==> config.mk <==
export PLATFORM = sky130hd
export DESIGN_NAME = power_up_shutdown_sequencing
export DESIGN_NICKNAME = d
export VERILOG_FILES = /design/src/pwr_seq_pkg.sv /design/src/pad_ctrl_if.sv /design/src/power_up_shutdown_sequencing.sv /design/src/pad_mode_ctrl.sv
export SDC_FILE = /design/constraint.sdc
export NUM_CORES = 1
export LEC_CHECK = 0
export BUFFER_PORTS_ARGS = -buffer_cell sky130_fd_sc_hd__buf_2
export CAP_MARGIN = 25
export CORE_AREA = 2 2 70 99
export CTS_BUF_LIST = sky130_fd_sc_hd__clkbuf_16
export DETAILED_ROUTE_END_ITERATION = 8
export DIE_AREA = 0 0 72 101
export GPL_TIMING_DRIVEN = 0
export PLACE_DENSITY_LB_ADDON = 0.08
export SYNTH_ARGS = -nofsm -noshare
export SYNTH_HDL_FRONTEND = slang
export SYNTH_SLANG_ARGS = --single-unit
==> constraint.sdc <==
create_clock -name clock -period 3.05 [get_ports clock]
set_clock_uncertainty 0.2 [all_clocks]
set_input_delay 0.305 -clock clock [delete_from_list [all_inputs] [get_ports clock]]
set_output_delay 0.305 -clock clock [all_outputs]
set_load 0.1 [all_outputs]
==> src/pwr_seq_pkg.sv <==
// Package of constants and types for the power-up and shutdown sequencer.
`default_nettype none
package pwr_seq_pkg;
  localparam int unsigned CLOCK_MHZ       = 200;
  localparam int unsigned READY_MAX_MS    = 100;
  localparam int unsigned SLOW_STABLE_CYC = 64;
  localparam int unsigned SETTLE_MS       = 2;
  localparam int unsigned CYC_PER_MS      = CLOCK_MHZ * 1000;
  localparam int unsigned READY_MAX_CYC   = READY_MAX_MS * CYC_PER_MS;
  localparam int unsigned SETTLE_CYC      = SETTLE_MS * CYC_PER_MS;
  localparam int unsigned CNT_W           = 25;
  localparam int unsigned EDGE_W          = 7;
  // Pull patterns, two bits a pad, serial in first: 0 none, 1 up, 2 down.
  localparam logic [17:0] PULLS_SHUTDOWN  = 18'h1_56a9;
  localparam logic [17:0] PULLS_ACTIVE    = 18'h1_42a8;

  typedef enum logic [1:0] {
    SHUTDOWN,
    POWER_UP,
    ACTIVE,
    DEEP_SLEEP
  } power_state_t;

  // Pull codes for one pad.
  typedef enum logic [1:0] {
    PULL_NONE,
    PULL_UP,
    PULL_DOWN
  } pull_t;
endpackage
`default_nettype wire

==> src/pad_ctrl_if.sv <==
// Interface carrying the pad mode from the sequencer to the pad controller.
`default_nettype none
interface pad_ctrl_if;
  pwr_seq_pkg::power_state_t state;
  modport seq (output state);
  modport pad (input state);
endinterface
`default_nettype wire

==> src/power_up_shutdown_sequencing.sv <==
// Top-level power-up and shutdown sequencer of the controller.
`default_nettype none
module power_up_shutdown_sequencing #(
  parameter int unsigned READY_MAX_CYC = pwr_seq_pkg::READY_MAX_CYC,
  parameter int unsigned SETTLE_CYC    = pwr_seq_pkg::SETTLE_CYC
) (
  // Clock and reset.
  input  wire logic         clock,
  input  wire logic         rstn,
  // Power-down control after its internal pulldown; low means shut down.
  input  wire logic         power_down_control,
  // Sampled slow clock and core sleep request.
  input  wire logic         slow_clock_in,
  input  wire logic         sleep_request,
  // Flow request pad.
  output logic              host_flow_request_out,
  output logic              host_flow_request_oe,
  // Other pad enables and pulls.
  output logic [2:0]        drive_en,
  output logic [17:0]       pulls,
  // Status.
  output logic [1:0]        power_state,
  output logic              core_reset_n,
  output logic              ready_timeout
);
  typedef struct packed {
    pwr_seq_pkg::power_state_t            state;
    logic [pwr_seq_pkg::CNT_W-1:0]        cnt;
    logic [pwr_seq_pkg::EDGE_W-1:0]       edges;
    logic                                 slow_prev;
    logic                                 req;
    logic                                 core_rst_n;
    logic                                 timeout;
  } seq_state_t;

  seq_state_t cur;
  seq_state_t next_cur;
  pad_ctrl_if pads ();

  always_comb begin
    next_cur = cur;
    next_cur.slow_prev = slow_clock_in;
    if (!power_down_control) begin
      // Undriven control reads low and keeps everything in shutdown.
      next_cur.state      = pwr_seq_pkg::SHUTDOWN;
      next_cur.cnt        = '0;
      next_cur.edges      = '0;
      next_cur.req        = 1'b1;
      next_cur.core_rst_n = 1'b0;
      next_cur.timeout    = 1'b0;
    end else begin
      unique case (cur.state)
        pwr_seq_pkg::SHUTDOWN: begin
          next_cur.state = pwr_seq_pkg::POWER_UP;
        end
        pwr_seq_pkg::POWER_UP: begin
          if (cur.cnt != pwr_seq_pkg::CNT_W'(READY_MAX_CYC)) begin
            next_cur.cnt = cur.cnt + 1'b1;
          end
          if (slow_clock_in && !cur.slow_prev &&
              cur.edges != pwr_seq_pkg::EDGE_W'(pwr_seq_pkg::SLOW_STABLE_CYC)) begin
            next_cur.edges = cur.edges + 1'b1;
          end
          // Ready once the slow clock has run 64 cycles and the fast clock has settled,
          // and no later than the 100 ms bound.
          if ((cur.edges == pwr_seq_pkg::EDGE_W'(pwr_seq_pkg::SLOW_STABLE_CYC) &&
               cur.cnt >= pwr_seq_pkg::CNT_W'(SETTLE_CYC)) ||
              cur.cnt == pwr_seq_pkg::CNT_W'(READY_MAX_CYC - 1)) begin
            next_cur.state      = pwr_seq_pkg::ACTIVE;
            next_cur.req        = 1'b0;
            next_cur.core_rst_n = 1'b1;
            next_cur.timeout    = (cur.edges != pwr_seq_pkg::EDGE_W'(pwr_seq_pkg::SLOW_STABLE_CYC));
          end
        end
        pwr_seq_pkg::ACTIVE: begin
          if (sleep_request) begin
            next_cur.state = pwr_seq_pkg::DEEP_SLEEP;
          end
        end
        pwr_seq_pkg::DEEP_SLEEP: begin
          if (!sleep_request) begin
            next_cur.state = pwr_seq_pkg::ACTIVE;
          end
        end
      endcase
    end
  end

  always_ff @(posedge clock or negedge rstn) begin
    if (!rstn) begin
      cur <= '{state: pwr_seq_pkg::SHUTDOWN, cnt: '0, edges: '0, slow_prev: 1'b0,
               req: 1'b1, core_rst_n: 1'b0, timeout: 1'b0};
    end else begin
      cur <= next_cur;
    end
  end

  assign pads.state = cur.state;

  pad_mode_ctrl u_pads (
    .clock    (clock),
    .rstn     (rstn),
    .ctl      (pads.pad),
    .drive_en (drive_en),
    .pulls    (pulls)
  );

  // Request pad is driven only once the pad controller has left the shutdown pattern.
  assign host_flow_request_oe  = drive_en[1];
  assign host_flow_request_out = cur.req;
  assign power_state           = cur.state;
  assign core_reset_n          = cur.core_rst_n;
  assign ready_timeout         = cur.timeout;
endmodule
`default_nettype wire

==> src/pad_mode_ctrl.sv <==
// Pad controller setting output enables and pulls per power state.
`default_nettype none
module pad_mode_ctrl (
  // Clock and reset.
  input  wire logic         clock,
  input  wire logic         rstn,
  // State from the sequencer.
  pad_ctrl_if.pad           ctl,
  // Pad controls: bit order is serial out, request, debug out.
  output var  logic [2:0]   drive_en,
  // Pulls: serial in, grant, serial out, request, bit clk, sync, audio in, audio out, debug.
  output var  logic [17:0]  pulls
);
  typedef struct packed {
    logic [2:0]  drive_en;
    logic [17:0] pulls;
  } pad_state_t;

  pad_state_t cur;
  pad_state_t next_cur;

  always_comb begin
    next_cur = cur;
    if (ctl.state == pwr_seq_pkg::ACTIVE || ctl.state == pwr_seq_pkg::DEEP_SLEEP) begin
      next_cur.drive_en = 3'h7;
      next_cur.pulls = {pwr_seq_pkg::PULL_UP, pwr_seq_pkg::PULL_UP, pwr_seq_pkg::PULL_NONE,
                        pwr_seq_pkg::PULL_NONE, pwr_seq_pkg::PULL_DOWN, pwr_seq_pkg::PULL_DOWN,
                        pwr_seq_pkg::PULL_DOWN, pwr_seq_pkg::PULL_DOWN,
                        pwr_seq_pkg::PULL_NONE};
    end else begin
      next_cur.drive_en = 3'h0;
      next_cur.pulls = {pwr_seq_pkg::PULL_UP, pwr_seq_pkg::PULL_UP, pwr_seq_pkg::PULL_UP,
                        pwr_seq_pkg::PULL_UP, pwr_seq_pkg::PULL_DOWN, pwr_seq_pkg::PULL_DOWN,
                        pwr_seq_pkg::PULL_DOWN, pwr_seq_pkg::PULL_DOWN,
                        pwr_seq_pkg::PULL_UP};
    end
  end

  // Reset value is the shutdown pad pattern.
  always_ff @(posedge clock or negedge rstn) begin
    if (!rstn) begin
      cur <= '{drive_en: 3'h0, pulls: pwr_seq_pkg::PULLS_SHUTDOWN};
    end else begin
      cur <= next_cur;
    end
  end

  assign drive_en = cur.drive_en;
  assign pulls    = cur.pulls;
endmodule
`default_nettype wire

## Word-level counts from Yosys, hierarchy flattened

Cells that the tools add are included.
Widths: inputs -> output; s select.

| word-level totals | value |
|---|---|
| flip-flop bits (word level) | 59 |
| output and inout bits | 27 |

| cells by class | value |
|---|---|
| reduce and logical (&&, ||, !) cells | 11 |
| equality and inequality tests | 14 |
| mux-type cells | 12 |
| $add $sub $neg | 2 |
| magnitude comparators | 1 |

Operators with widths:

| kind | count |
|---|---|
| $mux 34 | 1 |
| $mux 32 | 1 |
| $add 25x1->25 const B | 1 |
| $eq 25x25->1 const B | 1 |
| $ge 25x19->1 const B | 1 |
| $mux 25 | 1 |
| $ne 25x25->1 const B | 1 |
| $mux 21 | 1 |
| $mux 3 | 3 |
| $ne 3x3->1 const B | 3 |
| $ne 2x1->1 const B | 4 |
| $pmux 2 s4 | 1 |
| $add 7x1->7 const B | 1 |
| $eq 7x7->1 const B | 1 |
| $mux 7 | 1 |
| $ne 7x7->1 const B | 1 |
| $mux 2 | 3 |
| $reduce_and 2->1 | 3 |
| $eq 2x2->1 const B | 2 |
| $logic_and 1x1->1 | 3 |
| $reduce_and 3->1 | 1 |
| $eq 2x1->1 const B | 1 |
| $logic_not 2->1 | 1 |
| $logic_or 1x1->1 | 2 |
| $logic_not 1->1 | 1 |

## Depth between registers and ports, before layout

Gate-level depths: netlist of the first run.

| logic depth | value |
|---|---|
| depth after elaboration | 6 |
| mapped depth | 6 |

## Hierarchy

From an unflattened synthesis of the first run, not the netlist that was laid out.

| second synthesis, totals | value |
|---|---|
| cells, all modules | 242 |
| area total of the unflattened synthesis | 2,274.7 um2 |

Modules (own cells, without submodules):

| module | instances | area each (um2) | cells each |
|---|---|---|---|
| power_up_shutdown_sequencing | 1 | 2,065.7 | 217 |
| pad_mode_ctrl | 1 | 209.0 | 25 |

## Worst setup path after synthesis of the first run

Ideal clock, no wire load.

| timing path | value |
|---|---|
| path kind | register -> register |
| start | register cur (netlist bit power_state[1]) |
| end | register cur[29] in the netlist's numbering |
| buffers on the path | 0 |
| clock period less this slack | 2.180 ns |
| path slack | 0.870 ns |
| cell stages (with the launch flop) | 6 |
| setup time | 0.140 ns |
| required time | 2.710 ns |
| data arrival time | 1.840 ns |
| cells stage by stage | dfrtp_1 or2b_2 a2111oi_4 nand3_2 o311ai_0 o41ai_1 |

| on the way | value |
|---|---|
| word-level cells in the longest chain between the ends | 3 |

RTL lines:

| what | RTL line | RTL |
|---|---|---|
| from (decl) | power_up_shutdown_sequencing.sv:36 | `seq_state_t cur;` |
| from (signal assigned) | power_up_shutdown_sequencing.sv:91 | `cur <= '{state: pwr_seq_pkg::SHUTDOWN, cnt: '0, edges: '0, slow_prev: 1'b0,` |
| from (signal assigned) | power_up_shutdown_sequencing.sv:94 | `cur <= next_cur;` |
| $eq 2x1->1 | power_up_shutdown_sequencing.sv:52 | `unique case (cur.state)` |
| $ne 2x1->1 (no source line) | -- |  |
| $reduce_and 2->1 (no source line) | -- |  |

Every way passes these cells.
A chain may end at the register's enable or synchronous reset.

## Worst setup path after layout of the first run

Ends and elaborated chain as after synthesis.

==> flow_summary.toml, run 1 <==
[run_status]
outcome = "complete, no violations"

[clock_network]
cts_max_level = 2
cts-resized-gates = 0
cts_sinks = 40
clockRootBuffer = "clkbuf_16"
clk_latency_ns = 0.28
cts_tree = "done"
path_clk_slew_ns = 0.06
clockBufferDepth = 2
cts_made_buffers = 5

[placement]
pre_cts_ws_ns = 0.5748
port_buffers = 15
gp_congestion = 0.8424
dp_hpwl_mm = 3.685

[floorplanning]
core_area_mm2 = 0.006437
die_x_um = 72
io_pins = 32
die_area_mm2 = 0.007272
die-height_um = 101
floorplan.initialDensity_pct = 37.67
rows = 35

[power_and_ir_drop]
netSwitchingFraction_pct = 25.58
pwr-share-seq_pct = 42.3
power.switching_mw = 0.3266
pwr-share-clk_pct = 45.5
leakage_nw = 1.302
pwr_density_cell_mw_per_mm2 = 448.9
power_frac_comb_pct = 12.3
p_int_mw = 0.9501
irDropWorstVdd_mv = 0.1682

[synthesis]
synth.area.mux_share_pct = 0.4128
synth_xor_area_share_pct = 8.308
synth-edff-count = 0
synthSimpleGateAreaFrac_pct = 27.35
syn_area_mm2 = 0.002425
yosys.area.top_type_share_pct = 39.22
ys_warn_count = 0
synth-seq-cells = 40
synth_ff_type = "dfrtp_1"
synth.largest_area_cell = "dfrtp_1"
async_reset_ff_share_pct = 100.0
synth_top_family_by_area = "simple AND/OR/NAND/NOR gates"
ys_types = 55
synth_adder_area_share_pct = 2.064
post_synth.cell_area_avg_um2 = 9.817
ys_top_cells_by_area = "dfrtp_1 (39%), buf_4 (6.8%), and2_1 (5.9%), xnor2_1 (5.4%), xor2_1 (2.9%)"
synthCells = 247
synth_compound_area_share_pct = 9.494
seq_area_frac_synth_pct = 41.38

[timing]
worst_slack_ns = 0.5598
worstMarginPinSlew_ns = 0.6268
setup_tns_ns = 0
fmax_ghz = 0.4016
hold_violations = 0
fin_crit_ns = 2.490
period_share_pct = 81.65
max_slew_margin_pct = 57.83
rsz0062_at_grt = "no"
report.final.slew_viol_count = 0
setup_viol = 0

[critical_path]
worstPathRequired_ns = 3.00
cpPeakStageDelay_ns = 0.64
critPathLaunch = "power_state[1]"
crit_chain = "or2b_2 -> a2111oi_4 -> nand3_2 -> o311ai_0 -> o41ai_1"
worstReg2RegStart = "power_state[1]"
crit_path_end = "cur[29]"
critPathSlowestCell = "a2111oi_4"
r2r_cells = 5
crit_type = "flop to flop"
r2r_end = "cur[29]"
r2r_slack_ns = 0.56
crit_path_end_kind = "flop"
start_kind = "flop"
path_max_fanout = 7
cp.arrival_ns = 2.44

[global_route]
grt_pass1_vias = 1769
overflow = 0
grt_antenna_before_repair = 0
grt_use_total_pct = 15.53
grt_max_degree = 41
grt_pass1_wl_mm = 8.811

[cells_and_area]
drive_gt1_share_pct = 22.03
fin_nets = 294
fillCellCount = 646
antenna_cells = 0
area_growth_pct = 17.29
final_cell_mix = "dfrtp_1 (38), and2_1 (23), buf_4 (22)"
final_common_cell = "dfrtp_1"

[drt]
routed_via_density = 4.994
wl_per_cell_um = 14.14
antenna_left = 0
wirelength_mm = 5.092
via_count = 1798
dr.first_iter.drc_count = 102
drcViolationCount = 0
firstDrtPassIters = 4

[run]
max-cap-violations = 0

[min_path]
hp-class = "input pin to flop"
==> final cells by class <==
| cell class | instances | area, um^2 | area share, % |
|---|---|---|---|
| buffer | 31 | 225.2 | 7.919 |
| sequential | 40 | 1003 | 35.28 |
| clock buffer | 5 | 125.1 | 4.399 |
| timing repair buffer | 18 | 115.1 | 4.047 |
| tap | 74 | 92.59 | 3.256 |
| multi-input combinational | 180 | 1211 | 42.59 |
| inverter | 9 | 33.78 | 1.188 |
| clock inverter | 3 | 37.54 | 1.320 |
==> cells in the mapped netlist (2+ instances only) <==
library cell,instances
conb_1,2
nor2b_1,4
buf_4,22
a21o_1,2
nand2_1,12
nor3_1,7
nor4_1,7
inv_1,9
ha_1,4
and2_1,23
a21oi_1,4
o21a_1,3
clkbuf_1,5
nor2_1,8
dfrtp_1,38
nand3_2,2
nor3b_1,2
or3_1,4
xnor2_1,15
dfstp_2,2
and4b_1,2
o211ai_1,2
nand3b_1,2
nand3_1,9
nand2b_1,3
and3_2,2
o21ai_0,4
a31oi_1,2
nand4_1,11
xor2_1,8
and3_1,3
==> routing by layer <==
layer  wire (um)  GRT usage, %
met1        2321         19.60
met2        2579         26.57
met3         135         2.200
met4          56         6.096
met5           0             0
==> worst min-delay path by stage <==
stage / endpoint / depth (start not counted) / start
global route: power_state[0] / 3 / sleep_request
global placement: cur[3] / 1 / slow_clock_in
floorplan: core_reset_n / 0 / rstn
finish: power_state[0] / 3 / sleep_request
CTS: cur[7] / 1 / rstn
detailed placement: cur[3] / 1 / slow_clock_in
==> critical path, delay by kind of cell (launching register included) <==
kind / cells / cell delay (ns)
AOI/OAI and AO/OA: 3 / 1.14
and+or+nand+nor: 2 / 0.59
DFF: 1 / 0.43
==> power by group through the flow <==
stage	combinational, mW	sequential (mW)	clock, mW
after CTS	0.154	0.540	0.596
final	0.156	0.540	0.580
after global routing	0.167	0.541	0.613
after floorplan	0.129	0.548	0
after detailed placement	0.153	0.550	0
after global placement	0.153	0.549	0
==> through the flow <==
step | std cells | hold slack (ns) | power, mW | util, % | area, um^2
3_3_place_gp | 349 | 0.2294 | 0.7018 | 41.03 | 2641
5_1_grt | 360 | 0.1128 | 1.320 | 44.18 | 2844
2_1_floorplan | 260 | -0.1906 | 0.6774 | - | 2474
3_5_place_dp | 349 | 0.2295 | 0.7022 | 41.03 | 2641
4_1_cts | 358 | 0.002166 | 1.290 | 43.71 | 2814
6_report | 360 | 0.08195 | 1.277 | 44.18 | 2844
==> cell families after synthesis <==
| logic type | count (synthesis) |
|---|---|
| flip-flops | 40 |
| AO/OA/AOI/OAI | 29 |
| adder cells (fa/ha/maj) | 4 |
| AND/OR/NAND/NOR | 108 |
| XOR/XNOR | 23 |
| multiplexers | 1 |
| buffers and inverters | 40 |
| other | 2 |
==> timing repair <==
item	4_1_cts	5_1_grt
hold buffers	1	1
buffers inserted	0	0
endpoints found under the hold margin	1	38
==> flip-flops by register name, indices dropped and copies added, names as in the netlist <==
signal                 cells
core_reset_n               1
host_flow_request_out      1
cur                       33
u_pads.pulls               1
ready_timeout              1
u_pads.drive_en            1
power_state                2
Power figures use the tool's default switching activity.
==> inputs of run 2 (changes only) <==
clock period = 2.1 ns   (was 3.05 ns; I/O delays follow)
==> flow_summary.toml, run 2 (synthesis gave the netlist of run 1 again) <==
[global_route]
grt_use_total_pct = 16.42
grt_antenna_before_repair = 0
grt_pass1_wl_mm = 9.190
grt_pass1_vias = 1847
overflow = 0
grt_max_degree = 41

[timing]
fin_crit_ns = 2.074
worst_slack_ns = 0.02644
period_share_pct = 98.74
max_slew_margin_pct = 65.40
setup_viol = 0
report.final.slew_viol_count = 0
worstMarginPinSlew_ns = 0.5190
rsz0062_at_grt = "yes"
hold_violations = 0
fmax_ghz = 0.4823

[critical_path]
start_kind = "flop"
cpPeakStageDelay_ns = 0.47
crit_type = "flop to flop"
cp.arrival_ns = 2.08
critPathSlowestCell = "or4_4"
crit_chain = "or2b_4 -> a21o_4 -> or4_4 -> or3_1 -> a21boi_1"
worstPathRequired_ns = 2.11
path_max_fanout = 4
crit_path_end_kind = "flop"

[cells_and_area]
fin_nets = 313
fillCellCount = 634
postLayoutCoreUtil_pct = 47.97
final_cell_mix = "buf_4 (41), dfrtp_1 (30), and2_1 (23)"
largest_reg_flops = 33
area_growth_pct = 27.35
final_cells = 379
antenna_cells = 0
regMostFlops = "cur"
final_common_cell = "buf_4"
drive_gt1_share_pct = 33.44

[drt]
routed_via_density = 4.966
wl_per_cell_um = 14.63
drcViolationCount = 0
via_count = 1882
dr.first_iter.drc_count = 37
wirelength_mm = 5.543
antenna_left = 0
firstDrtPassIters = 4

[placement]
dp_hpwl_mm = 3.806
pre_cts_ws_ns = -0.2422
port_buffers = 15
placedCellCount = 349
gp_congestion = 0.7896

[floorplanning]
io_pins = 32
die-height_um = 101
die_area_mm2 = 0.007272
die_x_um = 72
floorplan.initialDensity_pct = 37.67
core_area_mm2 = 0.006437
rows = 35

[clock_network]
clk_latency_ns = 0.28
cts_made_buffers = 5
path_clk_slew_ns = 0.06
clockBufferDepth = 2
cts_max_level = 2
cts_sinks = 40
clockRootBuffer = "clkbuf_16"
cts_tree = "done"

[power_and_ir_drop]
leakage_nw = 1.397
totalPowerFinal_mw = 1.757
pwr_density_cell_mw_per_mm2 = 569.0
irDropWorstVdd_mv = 0.2763

[run]
max-cap-violations = 0

[run_status]
outcome = "complete, no violations"

[min_path]
hp-class = "input pin to flop"
-- run 2: layout make-up --
type	instances	area (um^2)	area share, %
Tap cell	74	92.59	2.998
Multi-Input combinational cell	180	1323	42.83
Inverter	9	33.78	1.094
Clock buffer	5	125.1	4.052
Timing Repair Buffer	37	260.3	8.428
Buffer	31	227.7	7.374
Sequential cell	40	1013	32.82
Clock inverter	3	12.51	0.4052
-- run 2: path summary, 6_finish.rpt --
check / depth (start not counted) / start / slack (ns) / to
max: 5 / power_state[1] / 0.03 / cur[32]
min reg2reg: 2 / host_flow_request_out / 0.28 / host_flow_request_out
max reg2reg: 5 / power_state[1] / 0.03 / cur[32]
min: 3 / power_down_control / 0.06 / cur[29]
min in group asynchronous: 2 / rstn / 0.11 / cur[12]
max in group asynchronous: 3 / rstn / 1.09 / u_pads.pulls[10]
-- run 2: worst max-delay path, delay by kind of cell, from the launching register on --
| family | cells | cell delay (ns) |
|---|---|---|
| and+or+nand+nor | 3 | 1.07 |
| DFF | 1 | 0.37 |
| AOI/OAI and AO/OA | 2 | 0.35 |
-- run 2: per-layer routing --
| metal | up-vias | wire (um) | track usage [%] | share of wire (%) |
|---|---|---|---|---|
| met1 | 896 | 2402 | 19.90 | 43 |
| met4 | 0 | 134 | 6.676 | 2.4 |
| met2 | 36 | 2856 | 28.77 | 52 |
| li1 | 940 | - | - | - |
| met5 | - | 0 | 0 | 0 |
| met3 | 10 | 150 | 2.500 | 2.7 |
-- run 2: report_power, final --
group          switching [mW]  total, mW  leakage, nW  internal (mW)
registers             0.00639      0.784        0.532          0.778
clock network           0.305      0.735       0.0762          0.430
logic                   0.183      0.238        0.789         0.0557
total                   0.494       1.76         1.40           1.26
-- run 2: timing repair --
action | 4_1_cts | 5_1_grt
endpoints found under the setup margin | 15 | 16
resized for setup | 4 | 26
endpoints found under the hold margin | 40 | 0
hold buffers | 3 | 0
pin swaps | 1 | 12
setup buffers | 4 | 14
-- run 2: per-stage QoR --
| stage | hold slack [ns] | cell area [um^2] | TNS, ns |
|---|---|---|---|
| 6_report | 0.06107 | 3088 | 0 |
| 3_5_place_dp | 0.1412 | 2644 | -1.159 |
| 5_1_grt | 0.07863 | 3088 | -0.3732 |
| 4_1_cts | 0.05540 | 2855 | -0.6329 |
| 2_1_floorplan | -0.2856 | 2476 | 0 |
| 3_3_place_gp | 0.1394 | 2644 | -0.9949 |
